[src/core/alert_overheat_pkg.sv]
/*
 * Constants for the alert masking and overheat timer block: register offsets,
 * field positions, reset values and timing counts.
 * Assumes a 10 MHz system clock.
 */
package alert_overheat_pkg;

    // register offsets
    localparam logic [7:0] STATUS_ONE_ADDR     = 8'h41;
    localparam logic [7:0] STATUS_TWO_ADDR     = 8'h42;
    localparam logic [7:0] ALERT_MASK_ONE_ADDR = 8'h74;
    localparam logic [7:0] ALERT_MASK_TWO_ADDR = 8'h75;
    localparam logic [7:0] CONFIG_THREE_ADDR   = 8'h78;
    localparam logic [7:0] OVERHEAT_TIMER_ADDR = 8'h79;
    localparam logic [7:0] OVERHEAT_LIMIT_ADDR = 8'h7A;
    localparam logic [7:0] CONFIG_FOUR_ADDR    = 8'h7D;

    // reset values
    localparam logic [7:0] MASK_RESET   = 8'h00;
    localparam logic [7:0] CONFIG_RESET = 8'h00;
    localparam logic [7:0] LIMIT_RESET  = 8'h00;

    // implemented source bits; unused ones read zero, status one bit7 reads the summary
    localparam logic [7:0] STATUS_ONE_USED = 8'h75;
    localparam logic [7:0] STATUS_TWO_USED = 8'hFE;

    // field positions
    localparam int SUMMARY_BIT       = 7;
    localparam int OVERHEAT_FLAG_BIT = 5;
    localparam int ALERT_A_EN_BIT    = 0;
    localparam int OVERHEAT_EN_BIT   = 1;
    localparam int FULL_SPEED_BIT    = 2;
    localparam int ALERT_B_EN_BIT    = 0;

    // timer
    localparam logic [7:0] TIMER_FULL     = 8'hFF;
    localparam logic [7:0] TIMER_FIRST    = 8'h01;
    localparam logic [7:0] TIMER_ZERO     = 8'h00;
    localparam int         CLK_PERIOD_NS  = 100;
    localparam int         TIMER_STEP_NS  = 22_760_000;
    localparam int         STEP_CYCLES    = TIMER_STEP_NS / CLK_PERIOD_NS;
    localparam int         NUM_FANS       = 3;

endpackage

[src/core/alert_overheat.sv]
/*
 * Alert masking, alert pin enables, sticky status and overheat input timer.
 * Assumes an external serial engine turns bus transfers into single-cycle
 * register read and write strobes, and that limit comparison and fan drive
 * live outside and report through level inputs.
 */
module alert_overheat #(
    parameter int STEP_CYCLES = alert_overheat_pkg::STEP_CYCLES
) (
    // clock and reset
    input  wire logic        sys_clk_i,
    input  wire logic        rstn_i,
    // register port
    input  wire logic [7:0]  reg_addr_i,
    input  wire logic        reg_wr_i,
    input  wire logic        reg_rd_i,
    input  wire logic [7:0]  reg_wdata_i,
    output logic      [7:0]  reg_rdata_o,
    // out-of-limit sources, level high while out of limit
    input  wire logic [7:0]  status_one_src_i,
    input  wire logic [7:0]  status_two_src_i,
    // overheat pin, active low, asynchronous
    input  wire logic        overheat_pin_n_i,
    // fan state and override
    input  wire logic [2:0]  fan_running_i,
    output logic      [2:0]  full_speed_override_o,
    // open-drain alert pins, enable high pulls the pin low
    output logic             alert_a_o,
    output logic             alert_a_oe_o,
    output logic             alert_on_alt_pin_b_o,
    output logic             alert_on_alt_pin_b_oe_o
);

    localparam logic [17:0] STEP_LAST = 18'(STEP_CYCLES - 1);

    logic        rst_meta_r;
    logic        rst_n_r;
    logic        pin_meta_r;
    logic        pin_sync_n_r;

    logic [7:0]  mask_one_r,  mask_one_nxt;
    logic [7:0]  mask_two_r,  mask_two_nxt;
    logic [7:0]  cfg_three_r, cfg_three_nxt;
    logic [7:0]  cfg_four_r,  cfg_four_nxt;
    logic [7:0]  limit_r,     limit_nxt;
    logic [7:0]  stat_one_r,  stat_one_nxt;
    logic [7:0]  stat_two_r,  stat_two_nxt;
    logic [7:0]  steps_r,     steps_nxt;
    logic        seen_r,      seen_nxt;
    logic [17:0] presc_r,     presc_nxt;
    logic [7:0]  rdata_r,     rdata_nxt;
    logic        alert_a_r,   alert_a_nxt;
    logic        alert_b_r,   alert_b_nxt;
    logic [2:0]  full_r,      full_nxt;

    logic        overheat_en;
    logic        asserted;
    logic [7:0]  timer_val;
    logic        limit_hit;
    logic [7:0]  src_two;
    logic        rd_timer;
    logic        rd_one;
    logic        rd_two;
    logic        pending;

    // reset release through two flops
    always_ff @(posedge sys_clk_i or negedge rstn_i) begin
        if (!rstn_i) begin
            rst_meta_r <= 1'b0;
            rst_n_r    <= 1'b0;
        end else begin
            rst_meta_r <= 1'b1;
            rst_n_r    <= rst_meta_r;
        end
    end

    // pin synchroniser; idle high so no false assertion out of reset
    always_ff @(posedge sys_clk_i or negedge rst_n_r) begin
        if (!rst_n_r) begin
            pin_meta_r   <= 1'b1;
            pin_sync_n_r <= 1'b1;
        end else begin
            pin_meta_r   <= overheat_pin_n_i;
            pin_sync_n_r <= pin_meta_r;
        end
    end

    assign overheat_en = cfg_three_r[alert_overheat_pkg::OVERHEAT_EN_BIT];
    assign asserted    = overheat_en && !pin_sync_n_r;

    // value shows one until two full steps have passed
    assign timer_val = (steps_r >= 8'h02) ? steps_r
                     : (seen_r ? alert_overheat_pkg::TIMER_FIRST
                               : alert_overheat_pkg::TIMER_ZERO);

    // restart at one re-flags zero limit
    // strictly above the limit; zero trips on first assertion
    assign limit_hit = overheat_en && (timer_val > limit_r);

    // bit5 source swaps to the overheat flag when pin is ours
    always_comb begin
        src_two = status_two_src_i & alert_overheat_pkg::STATUS_TWO_USED;
        if (overheat_en) begin
            src_two[alert_overheat_pkg::OVERHEAT_FLAG_BIT] = limit_hit;
        end
    end

    assign rd_timer = reg_rd_i && (reg_addr_i == alert_overheat_pkg::OVERHEAT_TIMER_ADDR);
    assign rd_one   = reg_rd_i && (reg_addr_i == alert_overheat_pkg::STATUS_ONE_ADDR);
    assign rd_two   = reg_rd_i && (reg_addr_i == alert_overheat_pkg::STATUS_TWO_ADDR);

    // per-source gating, mask one bit7 covers all of status two
    assign pending = (|(stat_one_r & ~mask_one_r & alert_overheat_pkg::STATUS_ONE_USED
                        & 8'h7F))
                   || (!mask_one_r[alert_overheat_pkg::SUMMARY_BIT]
                        && |(stat_two_r & ~mask_two_r));

    // configuration writes
    always_comb begin
        mask_one_nxt  = mask_one_r;
        mask_two_nxt  = mask_two_r;
        cfg_three_nxt = cfg_three_r;
        cfg_four_nxt  = cfg_four_r;
        limit_nxt     = limit_r;
        if (reg_wr_i) begin
            case (reg_addr_i)
                alert_overheat_pkg::ALERT_MASK_ONE_ADDR: mask_one_nxt  = reg_wdata_i;
                alert_overheat_pkg::ALERT_MASK_TWO_ADDR: mask_two_nxt  = reg_wdata_i;
                alert_overheat_pkg::CONFIG_THREE_ADDR:   cfg_three_nxt = reg_wdata_i;
                alert_overheat_pkg::CONFIG_FOUR_ADDR:    cfg_four_nxt  = reg_wdata_i;
                alert_overheat_pkg::OVERHEAT_LIMIT_ADDR: limit_nxt     = reg_wdata_i;
                default: ;
            endcase
        end
    end

    // sticky status and timer
    always_comb begin
        logic [7:0] src_one;
        src_one = status_one_src_i & alert_overheat_pkg::STATUS_ONE_USED;
        // read clears only bits whose cause is gone; set wins
        stat_two_nxt = (rd_two ? (stat_two_r & src_two) : stat_two_r) | src_two;
        stat_one_nxt = (rd_one ? (stat_one_r & src_one) : stat_one_r) | src_one;
        stat_one_nxt[alert_overheat_pkg::SUMMARY_BIT] = |stat_two_nxt;

        steps_nxt = steps_r;
        seen_nxt  = seen_r;
        presc_nxt = presc_r;
        if (rd_timer) begin
            // clear on read; restart at one if still asserted
            steps_nxt = alert_overheat_pkg::TIMER_ZERO;
            presc_nxt = 18'h00000;
            seen_nxt  = asserted;
        end else if (asserted) begin
            // count only while asserted, hold otherwise
            seen_nxt = 1'b1;
            if (presc_r >= STEP_LAST) begin
                presc_nxt = 18'h00000;
                if (steps_r != alert_overheat_pkg::TIMER_FULL) begin
                    steps_nxt = steps_r + 8'h01;
                end
            end else begin
                presc_nxt = presc_r + 18'h00001;
            end
        end
    end

    // read data, outputs
    always_comb begin
        case (reg_addr_i)
            alert_overheat_pkg::STATUS_ONE_ADDR:     rdata_nxt = stat_one_r;
            alert_overheat_pkg::STATUS_TWO_ADDR:     rdata_nxt = stat_two_r;
            alert_overheat_pkg::ALERT_MASK_ONE_ADDR: rdata_nxt = mask_one_r;
            alert_overheat_pkg::ALERT_MASK_TWO_ADDR: rdata_nxt = mask_two_r;
            alert_overheat_pkg::CONFIG_THREE_ADDR:   rdata_nxt = cfg_three_r;
            alert_overheat_pkg::OVERHEAT_TIMER_ADDR: rdata_nxt = timer_val;
            alert_overheat_pkg::OVERHEAT_LIMIT_ADDR: rdata_nxt = limit_r;
            alert_overheat_pkg::CONFIG_FOUR_ADDR:    rdata_nxt = cfg_four_r;
            default:                                 rdata_nxt = 8'h00;
        endcase
        if (!reg_rd_i) begin
            rdata_nxt = rdata_r;
        end
        // pin pulls low only when enabled and pending
        alert_a_nxt = pending && cfg_three_r[alert_overheat_pkg::ALERT_A_EN_BIT];
        alert_b_nxt = pending && cfg_four_r[alert_overheat_pkg::ALERT_B_EN_BIT];
        // override only on running fans with bit set
        full_nxt = (cfg_three_r[alert_overheat_pkg::FULL_SPEED_BIT] && asserted)
                 ? fan_running_i : 3'h0;
    end

    always_ff @(posedge sys_clk_i or negedge rst_n_r) begin
        if (!rst_n_r) begin
            mask_one_r  <= alert_overheat_pkg::MASK_RESET;
            mask_two_r  <= alert_overheat_pkg::MASK_RESET;
            cfg_three_r <= alert_overheat_pkg::CONFIG_RESET;
            cfg_four_r  <= alert_overheat_pkg::CONFIG_RESET;
            limit_r     <= alert_overheat_pkg::LIMIT_RESET;
            stat_one_r  <= 8'h00;
            stat_two_r  <= 8'h00;
            steps_r     <= alert_overheat_pkg::TIMER_ZERO;
            seen_r      <= 1'b0;
            presc_r     <= 18'h00000;
            rdata_r     <= 8'h00;
            alert_a_r   <= 1'b0;
            alert_b_r   <= 1'b0;
            full_r      <= 3'h0;
        end else begin
            mask_one_r  <= mask_one_nxt;
            mask_two_r  <= mask_two_nxt;
            cfg_three_r <= cfg_three_nxt;
            cfg_four_r  <= cfg_four_nxt;
            limit_r     <= limit_nxt;
            stat_one_r  <= stat_one_nxt;
            stat_two_r  <= stat_two_nxt;
            steps_r     <= steps_nxt;
            seen_r      <= seen_nxt;
            presc_r     <= presc_nxt;
            rdata_r     <= rdata_nxt;
            alert_a_r   <= alert_a_nxt;
            alert_b_r   <= alert_b_nxt;
            full_r      <= full_nxt;
        end
    end

    assign reg_rdata_o             = rdata_r;
    assign alert_a_o               = 1'b0;
    assign alert_on_alt_pin_b_o    = 1'b0;
    assign alert_a_oe_o            = alert_a_r;
    assign alert_on_alt_pin_b_oe_o = alert_b_r;
    assign full_speed_override_o   = full_r;

    a_mask_keeps_status: assert property (@(posedge sys_clk_i) disable iff (!rst_n_r)
        (status_one_src_i[4] && mask_one_r[4]) |=> stat_one_r[4])
        else $error("masked source did not set status");

    a_alert_disabled: assert property (@(posedge sys_clk_i) disable iff (!rst_n_r)
        !cfg_three_r[0] |=> !alert_a_oe_o)
        else $error("alert pin a driven while disabled");

    a_alert_follows: assert property (@(posedge sys_clk_i) disable iff (!rst_n_r)
        (cfg_four_r[0] && stat_one_r[2] && !mask_one_r[2]) |=> alert_on_alt_pin_b_oe_o)
        else $error("unmasked status did not drive alert pin b");

    a_override_off: assert property (@(posedge sys_clk_i) disable iff (!rst_n_r)
        !cfg_three_r[2] |=> (full_speed_override_o == 3'h0))
        else $error("override active with bit cleared");

    a_override_idle: assert property (@(posedge sys_clk_i) disable iff (!rst_n_r)
        (!fan_running_i[0] || pin_sync_n_r) |=> !full_speed_override_o[0])
        else $error("override on stopped fan or idle pin");

    a_timer_hold: assert property (@(posedge sys_clk_i) disable iff (!rst_n_r)
        (!asserted && !rd_timer) |=> ($stable(steps_r) && $stable(seen_r)))
        else $error("timer moved while pin idle");

    a_timer_saturate: assert property (@(posedge sys_clk_i) disable iff (!rst_n_r)
        (steps_r == 8'hFF && !rd_timer) |=> (steps_r == 8'hFF))
        else $error("timer left full scale without read");

    a_read_restart: assert property (@(posedge sys_clk_i) disable iff (!rst_n_r)
        (rd_timer && asserted) |=> (seen_r && steps_r == 8'h00 && timer_val == 8'h01))
        else $error("read during assertion did not restart at one");

    a_zero_reflag: assert property (@(posedge sys_clk_i) disable iff (!rst_n_r)
        (rd_timer && asserted && limit_r == 8'h00) |-> ##2 stat_two_r[5])
        else $error("read during assertion with zero limit did not re-flag");

    a_limit_flag: assert property (@(posedge sys_clk_i) disable iff (!rst_n_r)
        limit_hit |=> stat_two_r[5] ##1 (stat_one_r[7]))
        else $error("limit exceed did not flag status");

    a_sticky_status: assert property (@(posedge sys_clk_i) disable iff (!rst_n_r)
        (stat_two_r[7] && !rd_two) |=> stat_two_r[7])
        else $error("status bit dropped without read");

endmodule // alert_overheat

[config.mk]
export PLATFORM = sky130hd
export DESIGN_NAME = alert_overheat
export DESIGN_NICKNAME = d
export VERILOG_FILES = /design/src/core/alert_overheat_pkg.sv /design/src/core/alert_overheat.sv
export SDC_FILE = /design/constraint.sdc
export NUM_CORES = 1
export LEC_CHECK = 0
export BUFFER_PORTS_ARGS = -buffer_cell sky130_fd_sc_hd__buf_4
export CORE_ASPECT_RATIO = 0.7
export CORE_UTILIZATION = 63
export CTS_CLUSTER_DIAMETER = 200
export DETAILED_ROUTE_END_ITERATION = 10
export HOLD_SLACK_MARGIN = 0.06
export PLACE_DENSITY = 0.85
export SLEW_MARGIN = 20
export SYNTH_ARGS = -nofsm -noshare
export SYNTH_HDL_FRONTEND = slang
export SYNTH_SLANG_ARGS = --single-unit
[constraint.sdc]
create_clock -name sys_clk_i -period 9.3 [get_ports sys_clk_i]
set_input_delay 2.325 -clock sys_clk_i [delete_from_list [all_inputs] [get_ports sys_clk_i]]
set_output_delay 2.325 -clock sys_clk_i [all_outputs]
set_load 0.03 [all_outputs]
-- After elaboration in Yosys (flattened, before gate mapping)
Index checks and enable logic that the tools add are counted.
Widths: inputs -> output; s select.
- $add $sub $neg: 2
- multipliers: 0
- div/mod/pow operators: 0
- $lt $le $gt $ge: 3
- equal/unequal tests: 9
- shift-type cells: 0
- multiplexer cells: 16
- bitwise logic cells: 8
- reduce and logical (&&, ||, !) cells: 24
- operators with widths (cell ; count):
    $eq 8x7->1 const B ; 8
    $pmux 8 s8 ; 1
    $mux 18 ; 3
    $mux 8 ; 6
    $add 18x1->18 const B ; 1
    $ge 18x18->1 const B ; 1
    $and 8x8->8 ; 2
    $reduce_or 8->1 ; 2
    $and 7x7->7 ; 2
    $reduce_and 2->1 ; 5
    $logic_and 1x1->1 ; 9
    $add 8x1->8 const B ; 1
    $ge 8x2->1 const B ; 1
    $gt 8x8->1 ; 1
    $ne 8x8->1 const B ; 1
    $not 8->8 ; 1
    $or 8x8->8 ; 1
    $mux 7 ; 1
    $not 7->7 ; 1
    $or 7x7->7 ; 1
    $reduce_bool 2->1 ; 3
    $reduce_or 5->1 ; 1
    $mux 1 ; 4
    $mux 3 ; 1
    3 further kinds ; 4
- bits in registers: 100
- bits in latches: 0
- memory bits (writable): 0
- bits in read-only memories: 0
- input port bits: 40
- output and inout bits: 15
- logic and storage cells: 80
- memories kept: 0

-- Longest topological paths before layout
- depth after elaboration: 9
- gate-level depth with buffers: 11
- depth with buffers taken out: 11

-- Worst setup path before layout
Ideal clock, no wire load.
- path kind: input to register
- start point: input reg_addr_i[2]
- end point: register stat_one_r[7]
- setup time: 0.138 ns
- arrival time: 3.655 ns
- required time: 9.162 ns
- slack: 5.508 ns
- stages on the path: 6
- path buffers: 1
- cells stage by stage: buf_2 -> nor4_4 -> nand4_4 -> a21o_1 -> a2111oi_1 -> nand4_1
- cells in the longest elaborated chain, start to end: 5
- ends and longest elaborated chain (what ; RTL line ; text):
    from (decl) ; alert_overheat.sv:14 ; input wire logic [7:0] reg_addr_i,
    $eq 8x7->1 ; alert_overheat.sv:110 ; assign rd_two = reg_rd_i && (reg_addr_i == alert_overheat_pkg::STATUS_TWO_ADDR);
    $logic_and 1x1->1 ; alert_overheat.sv:110 ;
    $mux 8 ; alert_overheat.sv:142 ; stat_two_nxt = (rd_two ? (stat_two_r & src_two) : stat_two_r) | src_two;
    $or 8x8->8 ; alert_overheat.sv:142 ;
    net stat_two_nxt[3] ; alert_overheat.sv:47 ; logic [7:0] stat_two_r, stat_two_nxt;
    $reduce_or 8->1 ; alert_overheat.sv:144 ; stat_one_nxt[alert_overheat_pkg::SUMMARY_BIT] = |stat_two_nxt;
    net stat_one_nxt[7] ; alert_overheat.sv:46 ; logic [7:0] stat_one_r, stat_one_nxt;
    to (signal assigned) ; alert_overheat.sv:214 ; stat_one_r <= stat_one_nxt;
    to (decl) ; alert_overheat.sv:46 ;
The timed path passes the listed nets, and every way through them passes these cells.
A chain may end at the register's enable or synchronous reset.

-- Worst setup path after layout
- start point: input reg_addr_i[1]
- end point: register stat_one_r[7]
The elaborated chain is that of the path after synthesis.

==> results.yml <==
outcome:
  status: "complete, no violations"
global_routing:
  grt_max_degree: 81
  grt_first_pass_wirelength_mm: 20.8
  grtUsageTotal_pct: 33.1
  grt_pass1_vias: 3953
  globalRouteOverflowTotal: 0
  antenna_found_initial: 0
synth:
  ys_seq_area_share_pct: 47.9
  synthesis.instances: 501
  synth.avg_cell_area_sq_um: 10.2
  netlist.top_cell.by_area: "dfrtp_1"
  synth_top_area_share_pct: 46.9
  synth_warnings: 0
  synth_edf_count: 0
  ys_seq_elements: 98
  synth_flop_cell: "dfrtp_1"
  syn_area_sq_mm: 0.00512
  synthTopCellsByArea: "dfrtp_1 47%, mux2_2 7.7%, nand2_1 3.4%"
  synth.distinct_cells: 62
  synthArstFlopShare_pct: 100
timing:
  skew_ns: 0.00516
  period_needed_ns: 4.20
  fin_setup_tns_ns: 0
  hold_viol: 0
  holdWs_ns: 0.182
  relSlewSlack_pct: 32.5
  post-route-period-util_pct: 45.1
  slew_viol_final: 0
  fmax_mhz: 238
  worst_pin_slew_ns: 1.01
  rsz0062_at_grt: "false"
  finalSetupViolCount: 0
detailed_routing:
  vias_per_cell: 6.47
  wl_per_cell_microns: 20.0
  drtIter0Drc: 509
  drt_first_pass_iters: 5
  num_vias: 4156
  wirelength_mm: 12.8
  drcViolationCount: 0
  ant_nets: 0
critical_path:
  worstPathArrival_ns: 4.40
  endpoint_kind: "flip-flop"
  slowest_stage: "nor2b_1"
  worstSetupStartpoint: "reg_addr_i[1]"
  crit_family: "simple AND/OR/NAND/NOR gates"
  reg2reg_from: "steps_r[1]$_DFFE_PN0P_"
  worstSetupPathType: "primary input to flip-flop"
  crit_fanout: 12
  critical-path-max-stage-delay_ns: 0.82
  required_ns: 9.50
  worstPathCellList: "buf_4 -> nor2b_1 -> nand4_4 -> a21o_1 -> a2111oi_1 -> nand4_1"
  worst-path-buf-inv: 1
  critPathLaunchType: "primary input"
finish:
  antenna_cells: 0
  layoutNonFillerInstCount: 642
  drive_gt1_share_pct: 21.4
  seqCellArea_sq_mm: 0.00246
  multi_input_area_sq_mm: 0.00243
  post-route-cell-area_sq_mm: 0.00580
  nNetsFinal: 587
  area_growth_pct: 13.3
  num-fill-cells: 574
clock_tree:
  cts_root_buf: "clkbuf_16"
  cts.repair.resized: 0
  clock_path_buffers: 2
  cts.sinks: 98
  worstSkewPairLatency_ns: 0.35
  numCtsBuffers: 9
  post_cts_buffers: 0
  htreeDepth: 3
  cts_tree: "built"
  cts_hold_buf: 0
  clk_pin_slew_ns: 0.06
job:
  drv_cap: 0
placed_design:
  dp_hpwl_mm: 9.19
  place_congestion: 0.952
  dpl_cell_area_sq_mm: 0.00548
  place_inst: 626
  port_buffers: 48
power:
  p_comb_share_pct: 12.5
  clock_power_share_pct: 39.4
  swShare_pct: 25.1
  finalPower_uw: 987
  power.leakage_uw: 0.00266
  p_seq_share_pct: 48.1
  powerDensity_mw_per_mm2: 170
  intPower_uw: 739
  switchingPower_uw: 248
  ir_worst_vdd_mv: 0.139
die:
  start_util_pct: 65.1
  ios: 55
  die_h_microns: 77.4
  fp.dieArea_sq_mm: 0.00850
  fp.dieW_microns: 110
  rows: 27
  core_sq_mm: 0.00787
min_path:
  worstHoldPathType: "flip-flop to asynchronous set/reset pin"
-- routing by layer --
layer / part of all wire [%] / global-route usage, % / up-vias
met5: 0 / 0 / -
met4: 2.0 / 11.1 / 0
met3: 10 / 9.50 / 21
met2: 42 / 45.2 / 224
met1: 46 / 50.2 / 2015
li1: - / - / 1896
-- flip-flops by register name, indices dropped and copies added, names as in the netlist --
signal and cells:
alert_a_oe_o 1, alert_on_alt_pin_b_oe_o 1, cfg_four_r 8, cfg_three_r 8
full_speed_override_o 3, limit_r 8, mask_one_r 8, mask_two_r 8
pin_meta_r 1, pin_sync_n_r 1, presc_r 18, reg_rdata_o 8
rst_meta_r 1, rst_n_r 1, seen_r 1, stat_one_r 6
stat_two_r 8, steps_r 8
-- synthesized netlist by cell type (5+ instances only) --
| cell | number |
|---|---|
| nand4_1 | 11 |
| mux2i_1 | 17 |
| xor2_1 | 5 |
| nand3_1 | 14 |
| inv_1 | 24 |
| o21ai_0 | 31 |
| buf_2 | 9 |
| ha_1 | 11 |
| a211oi_1 | 9 |
| o22ai_1 | 11 |
| nand2_1 | 47 |
| dfrtp_1 | 96 |
| a22oi_1 | 11 |
| clkbuf_1 | 11 |
| and3_1 | 7 |
| a21oi_1 | 19 |
| nor2_1 | 24 |
| a21o_1 | 12 |
| nor3_1 | 14 |
| nor2b_1 | 9 |
| nor4_1 | 6 |
| mux2_2 | 35 |
-- power by group through the flow --
| stage | sequential [uW] | clock [uW] | combinational, uW |
|---|---|---|---|
| finish | 475 | 389 | 123 |
| global route | 477 | 407 | 137 |
| CTS | 474 | 394 | 122 |
| detailed placement | 481 | 0 | 120 |
| global placement | 480 | 0 | 115 |
| floorplan | 483 | 0 | 75.1 |
-- cell usage in the layout (no fill, tap or decap), drive strengths merged, types with 4 or more instances in the layout --
cell,count
nor2,25
a211oi,9
inv,24
o221ai,4
a22oi,11
xor2,5
and3,10
nand2b,4
nand3,14
ha,11
or3,4
clkbuf,15
or4,5
nand2,47
a21oi,20
nor2b,9
a21o,12
nand4,12
mux2,35
dfrtp,96
o21ai,31
o22ai,11
mux2i,17
buf,50
nor4,7
nor3,16
-- per-stage QoR --
step           setup WS [ns]  utilization (%)
2_1_floorplan           5.51                -
3_3_place_gp            4.89             69.6
3_5_place_dp            4.77             69.6
4_1_cts                 5.15             73.6
5_1_grt                 4.99             73.7
6_report                5.10             73.7
-- final timing paths --
path | endpoint | slack (ns) | depth (start not counted)
worst min register to register | steps_r[3]$_DFFE_PN0P_ | 0.18 | 0
max in group asynchronous | rst_n_r$_DFF_PN0_ | 7.46 | 1
min in group sys_clk_i | rst_n_r$_DFF_PN0_ | 0.35 | 0
worst max register to register | stat_one_r[7]$_DFF_PN0_ | 6.54 | 10
worst min-delay path | steps_r[3]$_DFFE_PN0P_ | 0.18 | 0
worst max-delay path | stat_one_r[7]$_DFF_PN0_ | 5.10 | 6
-- cell families after synthesis --
| kind of cell | synth area share (%) |
|---|---|
| xor gates and xnor gates | 1.03 |
| AOI/OAI and AO/OA | 15.1 |
| DFF | 47.9 |
| buffers and inverters | 4.72 |
| other | 0.147 |
| and+or+nand+nor | 17.4 |
| muxes | 11.0 |
| adders and majority gates | 2.69 |
-- area by class of cell --
type,count,area share [%]
Clock buffer,15,4.96
Clock inverter,1,0.518
Inverter,24,1.55
Multi-Input combinational cell,353,41.9
Sequential cell,98,42.4
Tap cell,101,2.18
Timing Repair Buffer,50,6.54
Note: power is estimated with default switching activity, not from simulation.
